<file path="src/logic/rcsi_params.svh">
// Purpose: Offsets, field positions, reset values and timing counts for the pin control block
// Assumes: 100 MHz core clock
// Notes: Register offsets are management register indices
`ifndef RCSI_PARAMS_SVH
`define RCSI_PARAMS_SVH
`define RCSI_REG_INT_CTL_STAT 5'h1b
`define RCSI_REG_PHY_CTL_TWO 5'h1f
`define RCSI_CTL_CLK50_BIT 7
`define RCSI_CTL_INT_POL_BIT 9
`define RCSI_CTL_TWO_RESET 16'h0000
`define RCSI_ICS_RESET 16'h0000
`define RCSI_ICS_EN_LSB 8
`define RCSI_ICS_CAUSES 8
`define RCSI_MDC_TURN_BIT 0
`define RCSI_REFCLK_DIV 1
`define RCSI_STRAP_SETTLE 3'h5
`endif

</file>
<file path="src/logic/rcsi_pkg.sv">
// Purpose: Types shared by the pin control block
// Assumes: Nothing
// Notes: Constants live in rcsi_params.svh
package rcsi_pkg;
    typedef enum logic [1:0] {
        RCSI_MS_IDLE,
        RCSI_MS_HDR,
        RCSI_MS_DATA
    } rcsi_mgmt_st_t;
    typedef enum logic {
        RCSI_CLK_25M,
        RCSI_CLK_50M
    } rcsi_clk_mode_t;
endpackage

</file>
<file path="src/logic/rcsi_reg_if.sv">
// Purpose: Register access path between the management engine and the pin logic
// Assumes: Single clock domain
// Notes: One write strobe per access
`timescale 1ns/1ps
interface rcsi_reg_if;
    logic wr_stb;
    logic rd_stb;
    logic [4:0] addr;
    logic [15:0] wdata;
    logic [15:0] rdata;
    modport eng (output wr_stb, output rd_stb, output addr, output wdata, input rdata);
    modport regs (input wr_stb, input rd_stb, input addr, input wdata, output rdata);
endinterface

</file>
<file path="src/logic/rcsi_top.sv">
// Purpose: MAC-facing pin control: reference clock, strap, receive error, interrupt, test output
// Assumes: 100 MHz core clock; crystal, management and MAC pins are asynchronous
// Notes: Rules of operation follow
// Operation
// RQ1: 25 MHz mode drives 50 MHz reference clock
// RQ2: 50 MHz mode leaves reference pin unused
// RQ3: Build variant selects power-up clock mode
// RQ4: Control register bit 7 selects clock mode
// RQ5: Receive error pin carries RMII receive error
// RQ6: Strap on receive error latched at reset release
// RQ7: Interrupt causes enabled and read at 1Bh
// RQ8: Control bit 9 sets interrupt polarity
// RQ9: Alternate wake output drives pin low
// RQ10: MAC drives transmit enable and data
// RQ11: NAND tree mode makes TXD1 an output
// RQ12: Board supplies matching crystal input clock
// RQ13: Registers reached over serial management interface
// RQ14: Interrupt held while enabled cause pending
`timescale 1ns/1ps
`include "rcsi_params.svh"
module rcsi_top #(
    parameter bit START_IN_50M = 1'b0
) (
    // Clock, reset, enable
    input wire logic clk_i,
    input wire logic resetn_i,
    input wire logic ce_i,
    // Crystal clock input
    input wire logic crystal_clock_input_i,
    // Management pins
    input wire logic mdc_i,
    input wire logic mdio_i,
    output logic mdio_o,
    output logic mdio_oe_n_o,
    // Receive error pin and strap
    input wire logic rx_err_i,
    input wire logic rx_err_pin_i,
    output logic rx_err_o,
    output logic rx_err_oe_n_o,
    // Reference clock output
    output logic ref_clk_o,
    output logic ref_clk_oe_n_o,
    // Interrupt sources and wake event
    input wire logic [`RCSI_ICS_CAUSES-1:0] int_cause_i,
    input wire logic wake_event_i,
    input wire logic wake_alt_sel_i,
    // Interrupt pin, open drain except when control bit 9 selects active high and wake_alt_sel_i is low, then driven both ways
    output logic interrupt_output_pin_o,
    output logic interrupt_output_pin_oe_n_o,
    // Transmit pins from MAC
    input wire logic tx_en_i,
    input wire logic [1:0] txd_i,
    output logic tx_en_o,
    output logic [1:0] txd_o,
    // NAND tree test
    input wire logic nand_mode_i,
    input wire logic nand_result_i,
    output logic txd1_out_o,
    output logic txd1_oe_n_o,
    // Status
    output logic wake_output_enable_strap_o,
    output logic wake_event_out_alt_n_o
);
    rcsi_reg_if reg_bus ();
    // Three-stage samplers for asynchronous inputs
    localparam int NS = 6;
    logic [NS-1:0] pin_raw;
    logic [NS-1:0] s1_ff, s2_ff, s3_ff, st_ff;
    logic [NS-1:0] nxt_st;
    assign pin_raw = {txd_i, tx_en_i, rx_err_pin_i, mdio_i, mdc_i};
    genvar gi;
    generate
        for (gi = 0; gi < NS; gi++) begin : g_sync
            always_comb begin
                nxt_st[gi] = (s2_ff[gi] == s3_ff[gi]) ? s3_ff[gi] : st_ff[gi];
            end
            always_ff @(posedge clk_i or negedge resetn_i) begin
                if (!resetn_i) begin
                    s1_ff[gi] <= 1'b0;
                    s2_ff[gi] <= 1'b0;
                    s3_ff[gi] <= 1'b0;
                    st_ff[gi] <= 1'b0;
                end else if (ce_i) begin
                    s1_ff[gi] <= pin_raw[gi];
                    s2_ff[gi] <= s1_ff[gi];
                    s3_ff[gi] <= s2_ff[gi];
                    st_ff[gi] <= nxt_st[gi];
                end
            end
        end
    endgenerate
    logic mdc_prev_ff;
    logic mdc_rise;
    logic init_ff, nxt_init;
    // Edges are ignored until the samplers have settled after reset
    assign mdc_rise = st_ff[0] & ~mdc_prev_ff & init_ff;
    logic mdio_out, mdio_oe_n;
    rcsi_mgmt u_mgmt (
        .clk_i(clk_i),
        .resetn_i(resetn_i),
        .ce_i(ce_i),
        .mdc_rise_i(mdc_rise),
        .mdio_in_i(st_ff[1]),
        .mdio_out_o(mdio_out),
        .mdio_oe_n_o(mdio_oe_n),
        .reg_port(reg_bus.eng)
    ); // RQ13

    // Registers
    logic [15:0] ctl_ff, nxt_ctl;
    logic [`RCSI_ICS_CAUSES-1:0] ien_ff, nxt_ien;
    logic [`RCSI_ICS_CAUSES-1:0] ist_ff, nxt_ist;
    logic [2:0] boot_cnt_ff, nxt_boot_cnt;
    logic strap_ff, nxt_strap;
    always_comb begin
        nxt_ctl = ctl_ff;
        nxt_ien = ien_ff;
        nxt_init = init_ff;
        nxt_boot_cnt = boot_cnt_ff;
        nxt_strap = strap_ff;
        // Strap is taken only once the three-stage sampler holds the pin level
        if (!init_ff) begin
            nxt_boot_cnt = boot_cnt_ff + 3'h1;
            if (boot_cnt_ff == `RCSI_STRAP_SETTLE) begin
                nxt_init = 1'b1;
                nxt_ctl[`RCSI_CTL_CLK50_BIT] = START_IN_50M; // RQ3
                nxt_strap = st_ff[2]; // RQ6
            end
        end
        if (reg_bus.wr_stb && reg_bus.addr == `RCSI_REG_PHY_CTL_TWO) begin
            nxt_ctl = reg_bus.wdata; // RQ4 RQ8
        end
        if (reg_bus.wr_stb && reg_bus.addr == `RCSI_REG_INT_CTL_STAT) begin
            nxt_ien = reg_bus.wdata[`RCSI_ICS_EN_LSB +: `RCSI_ICS_CAUSES]; // RQ7
        end
        // Status clears on read; a cause arriving with the read survives
        nxt_ist = ist_ff;
        if (reg_bus.rd_stb && reg_bus.addr == `RCSI_REG_INT_CTL_STAT) begin
            nxt_ist = '0;
        end
        nxt_ist = nxt_ist | int_cause_i; // RQ7
    end
    always_comb begin
        reg_bus.rdata = 16'h0000;
        if (reg_bus.addr == `RCSI_REG_PHY_CTL_TWO) begin
            reg_bus.rdata = ctl_ff;
        end else if (reg_bus.addr == `RCSI_REG_INT_CTL_STAT) begin
            reg_bus.rdata = {ien_ff, ist_ff}; // RQ7
        end
    end

    // Reference clock divider and pin outputs
    logic ref_ff, nxt_ref;
    logic [1:0] xi_prev_ff;
    logic int_act;
    logic nxt_int_n, nxt_int_oe_n;
    assign int_act = |(ist_ff & ien_ff); // RQ14
    always_comb begin
        nxt_ref = 1'b0;
        if (ctl_ff[`RCSI_CTL_CLK50_BIT] == 1'b0) begin
            nxt_ref = ~ref_ff; // RQ1
        end
        if (wake_alt_sel_i) begin
            nxt_int_n = 1'b0;
            nxt_int_oe_n = ~(wake_event_i & strap_ff); // RQ9
        end else if (ctl_ff[`RCSI_CTL_INT_POL_BIT]) begin
            nxt_int_n = int_act;
            nxt_int_oe_n = 1'b0; // RQ8
        end else begin
            nxt_int_n = 1'b0;
            nxt_int_oe_n = ~int_act; // RQ8 RQ14
        end
    end
    logic int_pin_ff, int_oe_n_ff;
    always_ff @(posedge clk_i or negedge resetn_i) begin
        if (!resetn_i) begin
            ctl_ff <= `RCSI_CTL_TWO_RESET | (16'(START_IN_50M) << `RCSI_CTL_CLK50_BIT); // RQ3
            ien_ff <= '0;
            ist_ff <= '0;
            init_ff <= 1'b0;
            boot_cnt_ff <= 3'h0;
            strap_ff <= 1'b0;
            ref_ff <= 1'b0;
            mdc_prev_ff <= 1'b0;
            xi_prev_ff <= 2'b00;
            int_pin_ff <= 1'b0;
            int_oe_n_ff <= 1'b1;
            mdio_o <= 1'b0;
            mdio_oe_n_o <= 1'b1;
            rx_err_o <= 1'b0;
            rx_err_oe_n_o <= 1'b1;
            ref_clk_o <= 1'b0;
            ref_clk_oe_n_o <= 1'b1;
            tx_en_o <= 1'b0;
            txd_o <= 2'b00;
            txd1_out_o <= 1'b0;
            txd1_oe_n_o <= 1'b1;
            wake_output_enable_strap_o <= 1'b0;
            wake_event_out_alt_n_o <= 1'b1;
        end else if (ce_i) begin
            ctl_ff <= nxt_ctl;
            ien_ff <= nxt_ien;
            ist_ff <= nxt_ist;
            init_ff <= nxt_init;
            boot_cnt_ff <= nxt_boot_cnt;
            strap_ff <= nxt_strap;
            ref_ff <= nxt_ref;
            mdc_prev_ff <= st_ff[0];
            xi_prev_ff <= {xi_prev_ff[0], crystal_clock_input_i};
            int_pin_ff <= nxt_int_n;
            int_oe_n_ff <= nxt_int_oe_n;
            mdio_o <= mdio_out;
            mdio_oe_n_o <= mdio_oe_n;
            rx_err_o <= rx_err_i; // RQ5
            rx_err_oe_n_o <= ~init_ff; // RQ5
            ref_clk_o <= ref_ff; // RQ1
            ref_clk_oe_n_o <= ctl_ff[`RCSI_CTL_CLK50_BIT]; // RQ2
            tx_en_o <= st_ff[3]; // RQ10
            txd_o <= nand_mode_i ? {1'b0, st_ff[4]} : st_ff[5:4];
            txd1_out_o <= nand_result_i; // RQ11
            txd1_oe_n_o <= ~nand_mode_i; // RQ11
            wake_output_enable_strap_o <= strap_ff;
            wake_event_out_alt_n_o <= ~(wake_alt_sel_i & wake_event_i & strap_ff); // RQ9
        end
    end
    assign interrupt_output_pin_o = int_pin_ff;
    assign interrupt_output_pin_oe_n_o = int_oe_n_ff;
endmodule

</file>
<file path="src/logic/rcsi_mgmt.sv">
// Purpose: Serial management slave: clause-22 frames over management clock and data
// Assumes: Management clock and data already synchronised, edges found by caller
// Notes: Any PHY address accepted; read data driven from turnaround second bit
`timescale 1ns/1ps
`include "rcsi_params.svh"
module rcsi_mgmt (
    // Clock and reset
    input wire logic clk_i,
    input wire logic resetn_i,
    input wire logic ce_i,
    // Sampled management pins
    input wire logic mdc_rise_i,
    input wire logic mdio_in_i,
    // Management data drive, enable active low
    output logic mdio_out_o,
    output logic mdio_oe_n_o,
    // Register access
    rcsi_reg_if.eng reg_port
);
    rcsi_pkg::rcsi_mgmt_st_t st_ff, nxt_st;
    logic [5:0] cnt_ff, nxt_cnt;
    logic [13:0] hdr_ff, nxt_hdr;
    logic [15:0] sh_ff, nxt_sh;
    logic rd_ff, nxt_rd;
    logic [5:0] pre_ff, nxt_pre;
    logic oe_n_ff, nxt_oe_n;
    logic wr_ff, nxt_wr;
    always_comb begin
        nxt_st = st_ff;
        nxt_cnt = cnt_ff;
        nxt_hdr = hdr_ff;
        nxt_sh = sh_ff;
        nxt_rd = rd_ff;
        nxt_pre = pre_ff;
        nxt_oe_n = oe_n_ff;
        nxt_wr = 1'b0;
        if (mdc_rise_i) begin
            unique case (st_ff)
                rcsi_pkg::RCSI_MS_IDLE: begin
                    nxt_oe_n = 1'b1;
                    if (mdio_in_i) begin
                        if (pre_ff != 6'h3f) begin
                            nxt_pre = pre_ff + 6'h01;
                        end
                    end else begin
                        // Start bit 0 after a preamble of ones
                        if (pre_ff >= 6'h1f) begin
                            nxt_st = rcsi_pkg::RCSI_MS_HDR;
                            nxt_cnt = 6'h00;
                        end
                        nxt_pre = 6'h00;
                    end
                end
                rcsi_pkg::RCSI_MS_HDR: begin
                    // Second start bit, op(2), phy(5), reg(5), turnaround first bit
                    nxt_hdr = {hdr_ff[12:0], mdio_in_i};
                    nxt_cnt = cnt_ff + 6'h01;
                    if (cnt_ff == 6'h0d) begin
                        nxt_rd = (hdr_ff[11:10] == 2'b10);
                        nxt_st = rcsi_pkg::RCSI_MS_DATA;
                        nxt_cnt = 6'h00;
                        if (hdr_ff[11:10] == 2'b10) begin
                            nxt_oe_n = 1'b0;
                            nxt_sh = 16'h0000;
                        end else if (hdr_ff[11:10] != 2'b01) begin
                            nxt_st = rcsi_pkg::RCSI_MS_IDLE;
                        end
                    end
                end
                rcsi_pkg::RCSI_MS_DATA: begin
                    nxt_cnt = cnt_ff + 6'h01;
                    if (rd_ff) begin
                        nxt_sh = (cnt_ff == 6'h00) ? reg_port.rdata : {sh_ff[14:0], 1'b0};
                        if (cnt_ff == 6'h10) begin
                            nxt_oe_n = 1'b1;
                            nxt_st = rcsi_pkg::RCSI_MS_IDLE;
                        end
                    end else begin
                        if (cnt_ff != 6'h00) begin
                            nxt_sh = {sh_ff[14:0], mdio_in_i};
                        end
                        if (cnt_ff == 6'h10) begin
                            nxt_wr = 1'b1;
                            nxt_st = rcsi_pkg::RCSI_MS_IDLE;
                        end
                    end
                end
                default: nxt_st = rcsi_pkg::RCSI_MS_IDLE;
            endcase
        end
    end

    always_ff @(posedge clk_i or negedge resetn_i) begin
        if (!resetn_i) begin
            st_ff <= rcsi_pkg::RCSI_MS_IDLE;
            cnt_ff <= 6'h00;
            hdr_ff <= 14'h0000;
            sh_ff <= 16'h0000;
            rd_ff <= 1'b0;
            pre_ff <= 6'h00;
            oe_n_ff <= 1'b1;
            wr_ff <= 1'b0;
        end else if (ce_i) begin
            st_ff <= nxt_st;
            cnt_ff <= nxt_cnt;
            hdr_ff <= nxt_hdr;
            sh_ff <= nxt_sh;
            rd_ff <= nxt_rd;
            pre_ff <= nxt_pre;
            oe_n_ff <= nxt_oe_n;
            wr_ff <= nxt_wr;
        end
    end

    assign reg_port.wr_stb = wr_ff;
    // Read strobe on the very edge that loads the shifter, so clear-on-read loses no cause
    assign reg_port.rd_stb = mdc_rise_i & rd_ff & (st_ff == rcsi_pkg::RCSI_MS_DATA) &
        (cnt_ff == 6'h00);
    assign reg_port.addr = hdr_ff[5:1];
    assign reg_port.wdata = sh_ff;
    assign mdio_out_o = (cnt_ff == 6'h00) ? 1'b0 : sh_ff[15];
    assign mdio_oe_n_o = oe_n_ff;
endmodule

</file>
<file path="config.mk">
export PLATFORM = sky130hd
export DESIGN_NAME = rcsi_top
export DESIGN_NICKNAME = d
export VERILOG_FILES = /design/src/logic/rcsi_pkg.sv /design/src/logic/rcsi_reg_if.sv /design/src/logic/rcsi_top.sv /design/src/logic/rcsi_mgmt.sv
export VERILOG_INCLUDE_DIRS = /design/src /design/src/logic
export SDC_FILE = /design/constraint.sdc
export NUM_CORES = 1
export LEC_CHECK = 0
export ABC_CLOCK_PERIOD_IN_PS = 2500
export BUFFER_PORTS_ARGS = -buffer_cell sky130_fd_sc_hd__buf_2
export CORE_MARGIN = 2
export CORE_UTILIZATION = 55
export DETAILED_ROUTE_END_ITERATION = 6
export GPL_ROUTABILITY_DRIVEN = 0
export GPL_TIMING_DRIVEN = 0
export HOLD_SLACK_MARGIN = 0.06
export PLACE_DENSITY_LB_ADDON = 0.3
export SLEW_MARGIN = 0
export SYNTH_ARGS = -nofsm -noshare
export SYNTH_HDL_FRONTEND = slang
export SYNTH_HIERARCHICAL = 1
export SYNTH_SLANG_ARGS = --single-unit
</file>
<file path="constraint.sdc">
create_clock -name clk_i -period 2.5 [get_ports clk_i]
set_input_delay 0.25 -clock clk_i [delete_from_list [all_inputs] [get_ports clk_i]]
set_output_delay 0.25 -clock clk_i [all_outputs]
set_load 0.05 [all_outputs]
</file>
==> results of run 1 <==
flip-flops by register name, indices dropped and copies added (netlist names), 2 cells and up:
| register | flops |
|---|---|
| ctl_ff | 16 |
| u_mgmt/reg_port.wdata | 16 |
| u_mgmt/hdr_ff | 12 |
| ien_ff | 8 |
| ist_ff | 8 |
| s1_ff | 6 |
| s2_ff | 6 |
| s3_ff | 6 |
| st_ff | 6 |
| u_mgmt/cnt_ff | 6 |
| u_mgmt/pre_ff | 6 |
| boot_cnt_ff | 3 |
| txd_o | 2 |
| u_mgmt/st_ff | 2 |
cell usage after synthesis, types with 3 or more instances:
library cell / instances / share of area, %
buf_2: 10 / 0.86
nand2_1: 27 / 1.7
nor2b_1: 4 / 0.43
clkbuf_1: 3 / 0.19
a22o_1: 28 / 4.2
nor3_1: 3 / 0.26
dfstp_2: 7 / 3.2
mux2_4: 9 / 2.3
nor2_1: 8 / 0.52
buf_6: 6 / 1.2
buf_4: 9 / 1.2
nand2b_1: 3 / 0.32
inv_1: 20 / 1.3
o2bb2ai_2: 10 / 2.6
ha_1: 12 / 2.6
mux2i_1: 16 / 2.8
nand3_1: 11 / 0.95
a2bb2oi_1: 3 / 0.45
a32o_1: 3 / 0.52
a22oi_1: 4 / 0.52
dfrtp_1: 116 / 50
mux2_2: 48 / 9.3
nand2_2: 3 / 0.32
nand4_1: 6 / 0.65
o2bb2ai_1: 7 / 1.1
a21oi_1: 8 / 0.69
o21ai_0: 24 / 2.1
a21o_1: 4 / 0.52
layout by cell type, fill, tap and decap left out, types with 3 or more instances in the layout:
cell type      Yosys  routed
dlygate4sd3_1      0      20
inv_1             20      20
o21ai_0           24      24
mux2_2            48      48
nand4_1            6       6
clkbuf_16          0      16
clkinvlp_4         0       5
inv_6              0       5
o2bb2ai_2         10      10
a21o_1             4       4
nand2_1           27      27
mux2_4             9       9
nor2b_1            4       4
a21oi_1            8       8
nor3_1             3       3
a22o_1            28      28
clkbuf_1           3       3
nand3_1           11      11
dfstp_2            7       7
ha_1              12      12
dfrtp_1          116     116
o2bb2ai_1          7       7
mux2i_1           16      16
nor2_1             8       8
buf_4              9      10
nand2b_1           3       3
buf_6              6       7
a22oi_1            4       4
buf_2             10      45
a32o_1             3       3
a2bb2oi_1          3       3
nand2_2            3       3
timing repair:
item,in CTS,in global routing
setup buffers,0,1
hold buffers,20,0
endpoints found under the hold margin,76,0
setup endpoints to repair,0,8
metrics by stage:
step | power, W | instances
final | 0.00624 | 685
after floorplan | 0.00350 | 459
after global placement | 0.00378 | 631
after CTS | 0.00627 | 684
after global routing | 0.00656 | 685
after detailed placement | 0.00385 | 632
critical path, cell delays in order (launching register included):
cell and delay (ps):
dfrtp_1 430, inv_1 80, ha_1 150, nor3b_2 260
nand3_1 100, buf_2 220, buf_6 190, nor2_1 150
nand4_1 110, buf_4 190, a22o_1 200
kinds of logic (layout without fill, tap and decap cells):
family          after synthesis  in the layout  share of synthesized area (%)
compound gates              114            114                           16.2
xor+xnor                      2              2                          0.302
fa+ha+maj                    12             12                           2.59
buf+inv                      49            139                           4.74
flops                       123            123                           53.2
mux                          75             75                           14.8
simple gates                 84             84                           8.19
power by group through the flow:
stage                     registers (W)  clock network [W]  logic [W]
after global routing            0.00256            0.00253    0.00147
after detailed placement        0.00255                  0    0.00130
after floorplan                 0.00267                  0   0.000826
after global placement          0.00253                  0    0.00125
after CTS                       0.00251            0.00243    0.00133
final                           0.00251            0.00240    0.00133
area by class of cell:
class	count	area (µm²)	area share [%]
flip-flops and latches	123	3090	44.2
multi-input cells	287	2440	35.0
clock buffers	18	428	6.13
repair buffers	58	422	6.04
plain buffers	29	200	2.87
well taps	136	170	2.44
clock inverters	14	159	2.28
inverters	20	75.1	1.08
final timing paths:
path | startpoint | depth (start not counted) | slack (ps) | endpoint
worst max register to register | u_mgmt/cnt_ff[0] | 10 | 290 | ist_ff[7]
worst min-delay path | ce_i | 3 | 160 | u_mgmt/reg_port.wr_stb
min in group asynchronous | resetn_i | 2 | 270 | ctl_ff[4]
max in group asynchronous | resetn_i | 3 | 1530 | u_mgmt/mdio_oe_n_o
worst min register to register | boot_cnt_ff[2] | 1 | 480 | boot_cnt_ff[2]
worst max-delay path | u_mgmt/cnt_ff[0] | 10 | 290 | ist_ff[7]
routing by layer:
layer,vias to the layer above,global-route usage (%),wire length [µm],part of all wire [%]
li1,1845,-,-,-
met1,1982,29.7,5360,45
met2,84,37.7,5960,50
met3,16,5.84,437,3.7
met4,0,8.53,169,1.4
met5,-,0,0,0
==> run metrics, run 1 <==
clock latency on the worst-skew pair 520 ps; IO buf count 36; routed len/inst between 15 and 20 µm; routed via count just under 4000; combinational power share between 20% and 30%; Final Skew ~15 ps; Initial Utilization between 50% and 60%; initial antenna violation count 0; core area 10300 µm²; Setup crit end kind register; synth warn 6; Cell Pwr Density 894 nW/µm²; status complete, no violations; Worst EP required around 2900 ps; H-tree level count 4; Final Setup Violations 0; total iterations of the first detailed-routing run 4; sequential-to-total area share from yosys stat 53.2%; number of nets in the layout about 570; worst min path class in2reg; fraction of layout cells with a size suffix above 1 roughly a third; register bit total from synthesis approximately 120; Worst IR Drop VDD just over 0.0007 V; post-DR vias/cell 5.73; Hold Vio Cnt, Final 0; P_sw roughly 0.0019 W; CTS Root Buffer Type clkbuf_8; critical path peak fanout 10; CP Launch Type register; slew margin rel. 57.9%; DPL Wire Length 7730 µm; total of max-cap violations 0; pre-CTS setup slack approximately 120 ps; CTS tree yes; design area between 6000 and 7000 µm²; CTS buffer count 17; Setup Crit Path Kind reg2reg; Main synth FF type dfrtp_1; Worst Hold Slack ~160 ps; diode count 0; first-pass GRT wire length roughly 20000 µm; Tightest Pin Transition 632 ps; Post-route DRC 0; row count 37; Leak between 3 and 4 nW; Iter 0 DRT Violations 234; die width 107 µm; Area after DPL about 6200 µm²; Area Overhead vs Synth 20.3%; Routed Antenna Nets 0; Sink Count approximately 120; worst setup margin 293 ps; CTS resizes 0; largest net degree at the start of global routing 68; clk buf depth 2; post-layout util 67.9%; Die Height 107 µm; grt ovf 0; Critical Path AT ~2600 ps; Sw Ratio about 31%; Fill cells 740; Synth Instances 459; IO Pins 38; fin crit period about 2200 ps; syn_area_per_cell between 10 and 15 µm²; Pins Over Slew Limit 0; Routed Wire Length between 10000 and 15000 µm; EDFF count, synth 0; P_int around 0.0043 W; fin crit share approximately 90%; Post-Syn Area 5800 µm²; Synth async-reset ratio between 90% and 100%; Cell variety after synth 63; Fin Setup TNS 0 ps; Max Fclk between 0.4 and 0.5 GHz; register share of total power 40.3%; Tot GR Track Use 23.0%; vias in the first global route 4114; clock share of power between 30% and 40%; Die ar. ~11000 µm²; synthesized net count between 400 and 500; RSZ-0062 raised after global routing false; Worst-path clk slew roughly 60 ps
Note: power is estimated with default switching activity, not from simulation.
==> inputs of run 2 (changes only) <==
--- a/config.mk
+++ b/config.mk
@@ -6,9 +6,9 @@
 export SDC_FILE = /design/constraint.sdc
 export NUM_CORES = 1
 export LEC_CHECK = 0
-export ABC_CLOCK_PERIOD_IN_PS = 2500
+export ABC_CLOCK_PERIOD_IN_PS = 2530
 export BUFFER_PORTS_ARGS = -buffer_cell sky130_fd_sc_hd__buf_2
-export CORE_MARGIN = 2
+export CORE_MARGIN = 5
 export CORE_UTILIZATION = 55
 export DETAILED_ROUTE_END_ITERATION = 6
 export GPL_ROUTABILITY_DRIVEN = 0
==> constraint.sdc (replaced) <==
create_clock -name clk_i -period 2.53 [get_ports clk_i]
set_input_delay 0.253 -clock clk_i [delete_from_list [all_inputs] [get_ports clk_i]]
set_output_delay 0.253 -clock clk_i [all_outputs]
set_load 0.05 [all_outputs]
==> run 2 against run 1 <==
Against the previous run: non-clock buffer count fell by 1; core utilization fell by 0.29 points; via count is 1.1% higher; fmax is 1.3% lower; sequential power hardly changed; critical path depth is the same; global-route usage is 1.9 points lower; routed wire length up 4.7%; critical endpoint is now ist_ff[5]; largest power group unchanged.
==> run metrics, run 2 (synthesis results as in run 1) <==
number of nets in the layout 570; grt ovf 0; initial antenna violation count 0; FF-to-FF setup slack between 200 and 300 ps; vias in the first global route ~4300; reg2reg start u_mgmt/cnt_ff[0]; Setup crit start u_mgmt/cnt_ff[0]; area of the multi-input gates between 2000 and 2500 µm²; WHS Path Cells 3; IO buf count 36; DPL Wire Length around 8200 µm; Cell Pwr Density 894 nW/µm²; clock latency on the worst-skew pair ~520 ps; Final Setup Violations 0; Worst EP required roughly 2900 ps; CTS buffer count 17; total iterations of the first detailed-routing run 5; Final Skew ~14 ps; Tightest Pin Transition 671 ps; Iter 0 DRT Violations 346; clk buf depth 2; RSZ-0062 raised after global routing false; Sink Count roughly 120; worst flop-to-flop path endpoint ist_ff[5]; CP Launch Type register; first-pass GRT wire length between 20000 and 25000 µm; worst setup margin 294 ps; Routed Antenna Nets 0; fraction of layout cells with a size suffix above 1 ~33%; worst min path class in2reg; die width 113 µm; H-tree level count 4; routed via count between 3000 and 4000; Setup crit end kind register; commonest non-fill, non-tap cell in the layout dfrtp_1; FF+latch area ~3100 µm²; Fill cells 740; CTS tree yes; status complete, no violations; critical path peak fanout 10; diode count 0; pre-CTS setup slack between 80 and 90 ps; Hold Vio Cnt, Final 0; Area Overhead vs Synth 20.3%; Routed Wire Length approximately 12000 µm; Max Fclk 0.447 GHz; FF-to-FF path depth 10; Pins Over Slew Limit 0; Die Height around 110 µm; Setup Crit Path Kind reg2reg; Die ar. roughly 13000 µm²; fin crit share 88.4%; routed len/inst between 15 and 20 µm; Post-route DRC 0; Worst IR Drop VDD 0.000706 V; post-DR vias/cell a little under 6; fin crit period 2240 ps; core area between 10000 and 15000 µm²; IO Pins 38; post-layout util between 60% and 70%; Critical Path AT ~2600 ps; Worst-path clk slew roughly 60 ps; Leak around 3.3 nW; HP Start wake_event_i; Tot GR Track Use a little over a fifth; slew margin rel. between 50 and 60%; total of max-cap violations 0; row count 37; Hold Path End wake_event_out_alt_n_o; Initial Utilization 56.2%; commonest non-fill, non-tap cells in the layout dfrtp_1, mux2_2, buf_2; CTS resizes 0; CTS Root Buffer Type clkbuf_8; largest net degree at the start of global routing between 70 and 80
run 2: cell types whose count changed in the layout (fill, tap and decap cells not counted):
cell           previous run  this run
bufinv_16                 2         3
inv_6                     5         2
clkinv_2                  0         3
dlygate4sd3_1            20        19
clkinvlp_4                5         4
run 2: final cells by class:
cell class,instances,area share (%)
inverters,20,1.08
well taps,136,2.44
flip-flops and latches,123,44.2
repair buffers,57,5.90
clock inverters,14,2.44
multi-input cells,287,35.0
plain buffers,29,2.87
clock buffers,18,6.13
run 2: worst max-delay path by stage:
stage	end	slack (ps)	depth (start not counted)
global placement	s3_ff[5]	-310	1
CTS	ist_ff[5]	50	9
floorplan	ist_ff[7]	600	9
finish	ist_ff[5]	290	10
detailed placement	ist_ff[5]	90	9
global route	ist_ff[5]	140	10
run 2: layer usage:
layer | GRT usage (%) | wire length [µm] | vias to the layer above
li1 | - | - | 1849
met1 | 26.7 | 5430 | 2021
met2 | 35.5 | 6410 | 85
met3 | 4.44 | 429 | 17
met4 | 8.65 | 224 | 0
met5 | 0 | 0 | -
run 2: critical path: stages (launching register included):
cell	delay, ps
dfrtp_1	430
inv_1	90
ha_1	170
nor3b_2	280
nand3_1	120
buf_2	220
buf_6	200
nor2_1	130
nand4_1	100
buf_4	200
a22o_1	200
run 2: per-stage QoR:
step | std cells | hold slack [ps] | setup TNS (ps) | power (W) | cell area [µm²]
after detailed placement | 632 | 218 | 0 | 0.00382 | 6190
after CTS | 683 | 60.9 | 0 | 0.00630 | 6980
final | 684 | 74.8 | 0 | 0.00624 | 6980
after global placement | 631 | 453 | -35290 | 0.00373 | 6150
after floorplan | 459 | -42.6 | 0 | 0.00346 | 5800
after global routing | 684 | 85.3 | 0 | 0.00658 | 6980
run 2: where the power goes:
group	internal (W)	leakage, nW	switching (W)
logic	0.000537	1.44	0.000788
clock network	0.00153	0.284	0.000898
registers	0.00227	1.53	0.000222
run 2: repair_timing:
action | 4_1_cts | 5_1_grt
endpoints found under the hold margin | 67 | 0
buffers inserted | 0 | 1
hold buffers | 19 | 0
endpoints found under the setup margin | 0 | 8
==> inputs of run 3 (changes only) <==
--- a/config.mk
+++ b/config.mk
@@ -7,7 +7,7 @@
 export NUM_CORES = 1
 export LEC_CHECK = 0
 export ABC_CLOCK_PERIOD_IN_PS = 2530
-export BUFFER_PORTS_ARGS = -buffer_cell sky130_fd_sc_hd__buf_2
+export BUFFER_PORTS_ARGS = -buffer_cell sky130_fd_sc_hd__clkbuf_2
 export CORE_MARGIN = 5
 export CORE_UTILIZATION = 55
 export DETAILED_ROUTE_END_ITERATION = 6
==> run 3 against run 2 <==
Against the previous run: highest routed layer unchanged; hold slack improved by 72 ps; routed wire length decreased by 0.28%; total power increased by 2.4%.
==> run metrics, run 3 (synthesis results as in run 1) <==
status complete, no violations; CTS tree yes; IO Pins 38; worst min path class in2reg; grt ovf 0; CP Launch Type register; row count 37; largest net degree at the start of global routing 76; Cell Pwr Density ~910 nW/µm²; diode count 0; Final Skew roughly 6.7 ps; first-pass GRT wire length about 22000 µm; post-DR vias/cell 5.77; routed len/inst 18.2 µm; total iterations of the first detailed-routing run 4; Tightest Pin Transition about 700 ps; FF+latch area slightly above 3000 µm²; CTS Root Buffer Type clkbuf_8; IO buf count 36; Area Overhead vs Synth 21.3%; total of max-cap violations 0; H-tree level count 4; Fill cells around 700; commonest non-fill, non-tap cells in the layout dfrtp_1, mux2_2, clkbuf_2; commonest non-fill, non-tap cell in the layout dfrtp_1; clock latency on the worst-skew pair about 530 ps; pre-CTS setup slack around 86 ps; Hold Vio Cnt, Final 0; Initial Utilization about 56%; area of the multi-input gates 2440 µm²; Worst Hold Slack roughly 150 ps; fraction of layout cells with a size suffix above 1 between 30% and 40%; core area between 10000 and 15000 µm²; CTS buffer count 17; Worst IR Drop VDD approximately 0.00071 V; Worst path slowest cell dfrtp_1; Routed Wire Length about 12000 µm; die width between 100 and 150 µm; critical path peak fanout 10; worst setup margin between 300 and 400 ps; initial antenna violation count 0; Routed Antenna Nets 0; Critical Path Max Stage Delay about 430 ps; Tot GR Track Use 21.7%; Sink Count between 100 and 150; Max Fclk approximately 0.46 GHz; DPL Wire Length between 8000 and 9000 µm; Critical Path AT about 2600 ps; Leak ~3.3 nW; routed via count approximately 4000; Die Height between 100 and 150 µm; RSZ-0062 raised after global routing false; Post-route DRC 0; vias in the first global route 4370; Setup Crit Path Kind reg2reg; number of nets in the layout 572; CP bufs+invs 4; Final Setup Violations 0; Worst-path clk slew about 60 ps; slew margin rel. between 50 and 60%; Iter 0 DRT Violations just under 300; fin crit share ~86%; Setup crit end kind register; Pins Over Slew Limit 0; Worst EP required just under 3000 ps; clk buf depth 2; Die ar. between 10000 and 15000 µm²; Cell Chain, Critical Path inv_1, ha_1, nor3b_2, nand3_1, buf_2, buf_6, nor2_1, nand4_1, buf_4, a22o_1; Top Family by Delay on Critical Path buffers and inverters; fin crit period 2160 ps
==> run 3: worst paths after layout <==
| kind | from | cells after the start | slack (ps) | to |
|---|---|---|---|---|
| max in group asynchronous | resetn_i | 3 | 1560 | txd1_oe_n_o |
| hold / removal | ce_i | 3 | 150 | boot_cnt_ff[0] |
| min in group asynchronous | resetn_i | 2 | 240 | mdio_o |
| setup / recovery | u_mgmt/cnt_ff[0] | 10 | 370 | ist_ff[5] |
| hold reg to reg | boot_cnt_ff[2] | 1 | 490 | boot_cnt_ff[2] |
| setup reg to reg | u_mgmt/cnt_ff[0] | 10 | 370 | ist_ff[5] |
==> run 3: tightest hold or removal path, cell delays in order <==
cell and delay [ps]:
clkbuf_2 120, nand2b_1 170, xnor2_1 80
==> run 3: what timing repair did <==
| action | CTS | global route |
|---|---|---|
| endpoints found under the hold margin | 68 | 0 |
| setup buffers | 0 | 1 |
| setup endpoints to repair | 0 | 8 |
| hold buffers | 21 | 0 |
| resized for setup | 0 | 0 |
==> run 3: final cells by class <==
cell class / instances / area share [%]
Timing Repair Buffer: 59 / 6.17
Sequential cell: 123 / 43.8
Clock buffer: 19 / 6.27
Tap cell: 136 / 2.42
Clock inverter: 13 / 2.70
Inverter: 20 / 1.07
Multi-Input combinational cell: 287 / 34.7
Buffer: 29 / 2.84
==> run 3: through the flow <==
| step | setup TNS, ps | total power [W] | instance area, µm² | utilization [%] | instances |
|---|---|---|---|---|---|
| global placement | -70970 | 0.00374 | 6150 | 59.6 | 631 |
| detailed placement | 0 | 0.00383 | 6190 | 60.0 | 632 |
| floorplan | 0 | 0.00346 | 5800 | - | 459 |
| finish | 0 | 0.00640 | 7040 | 68.2 | 686 |
| CTS | 0 | 0.00643 | 7030 | 68.1 | 685 |
| global route | 0 | 0.00673 | 7040 | 68.2 | 686 |
==> run 3: per-layer routing <==
| metal | GRT usage [%] | wire (µm) | share of wire, % |
|---|---|---|---|
| met4 | 8.89 | 232 | 1.9 |
| met5 | 0 | 0 | 0 |
| met2 | 35.9 | 6370 | 51 |
| met3 | 5.94 | 461 | 3.7 |
| met1 | 27.1 | 5390 | 43 |
==> run 3: report_power, final <==
| group | total (W) | switching, W | internal [W] | leakage (nW) |
|---|---|---|---|---|
| logic | 0.00134 | 0.000802 | 0.000541 | 1.46 |
| registers | 0.00249 | 0.000221 | 0.00227 | 1.53 |
| clock network | 0.00256 | 0.000902 | 0.00166 | 0.297 |
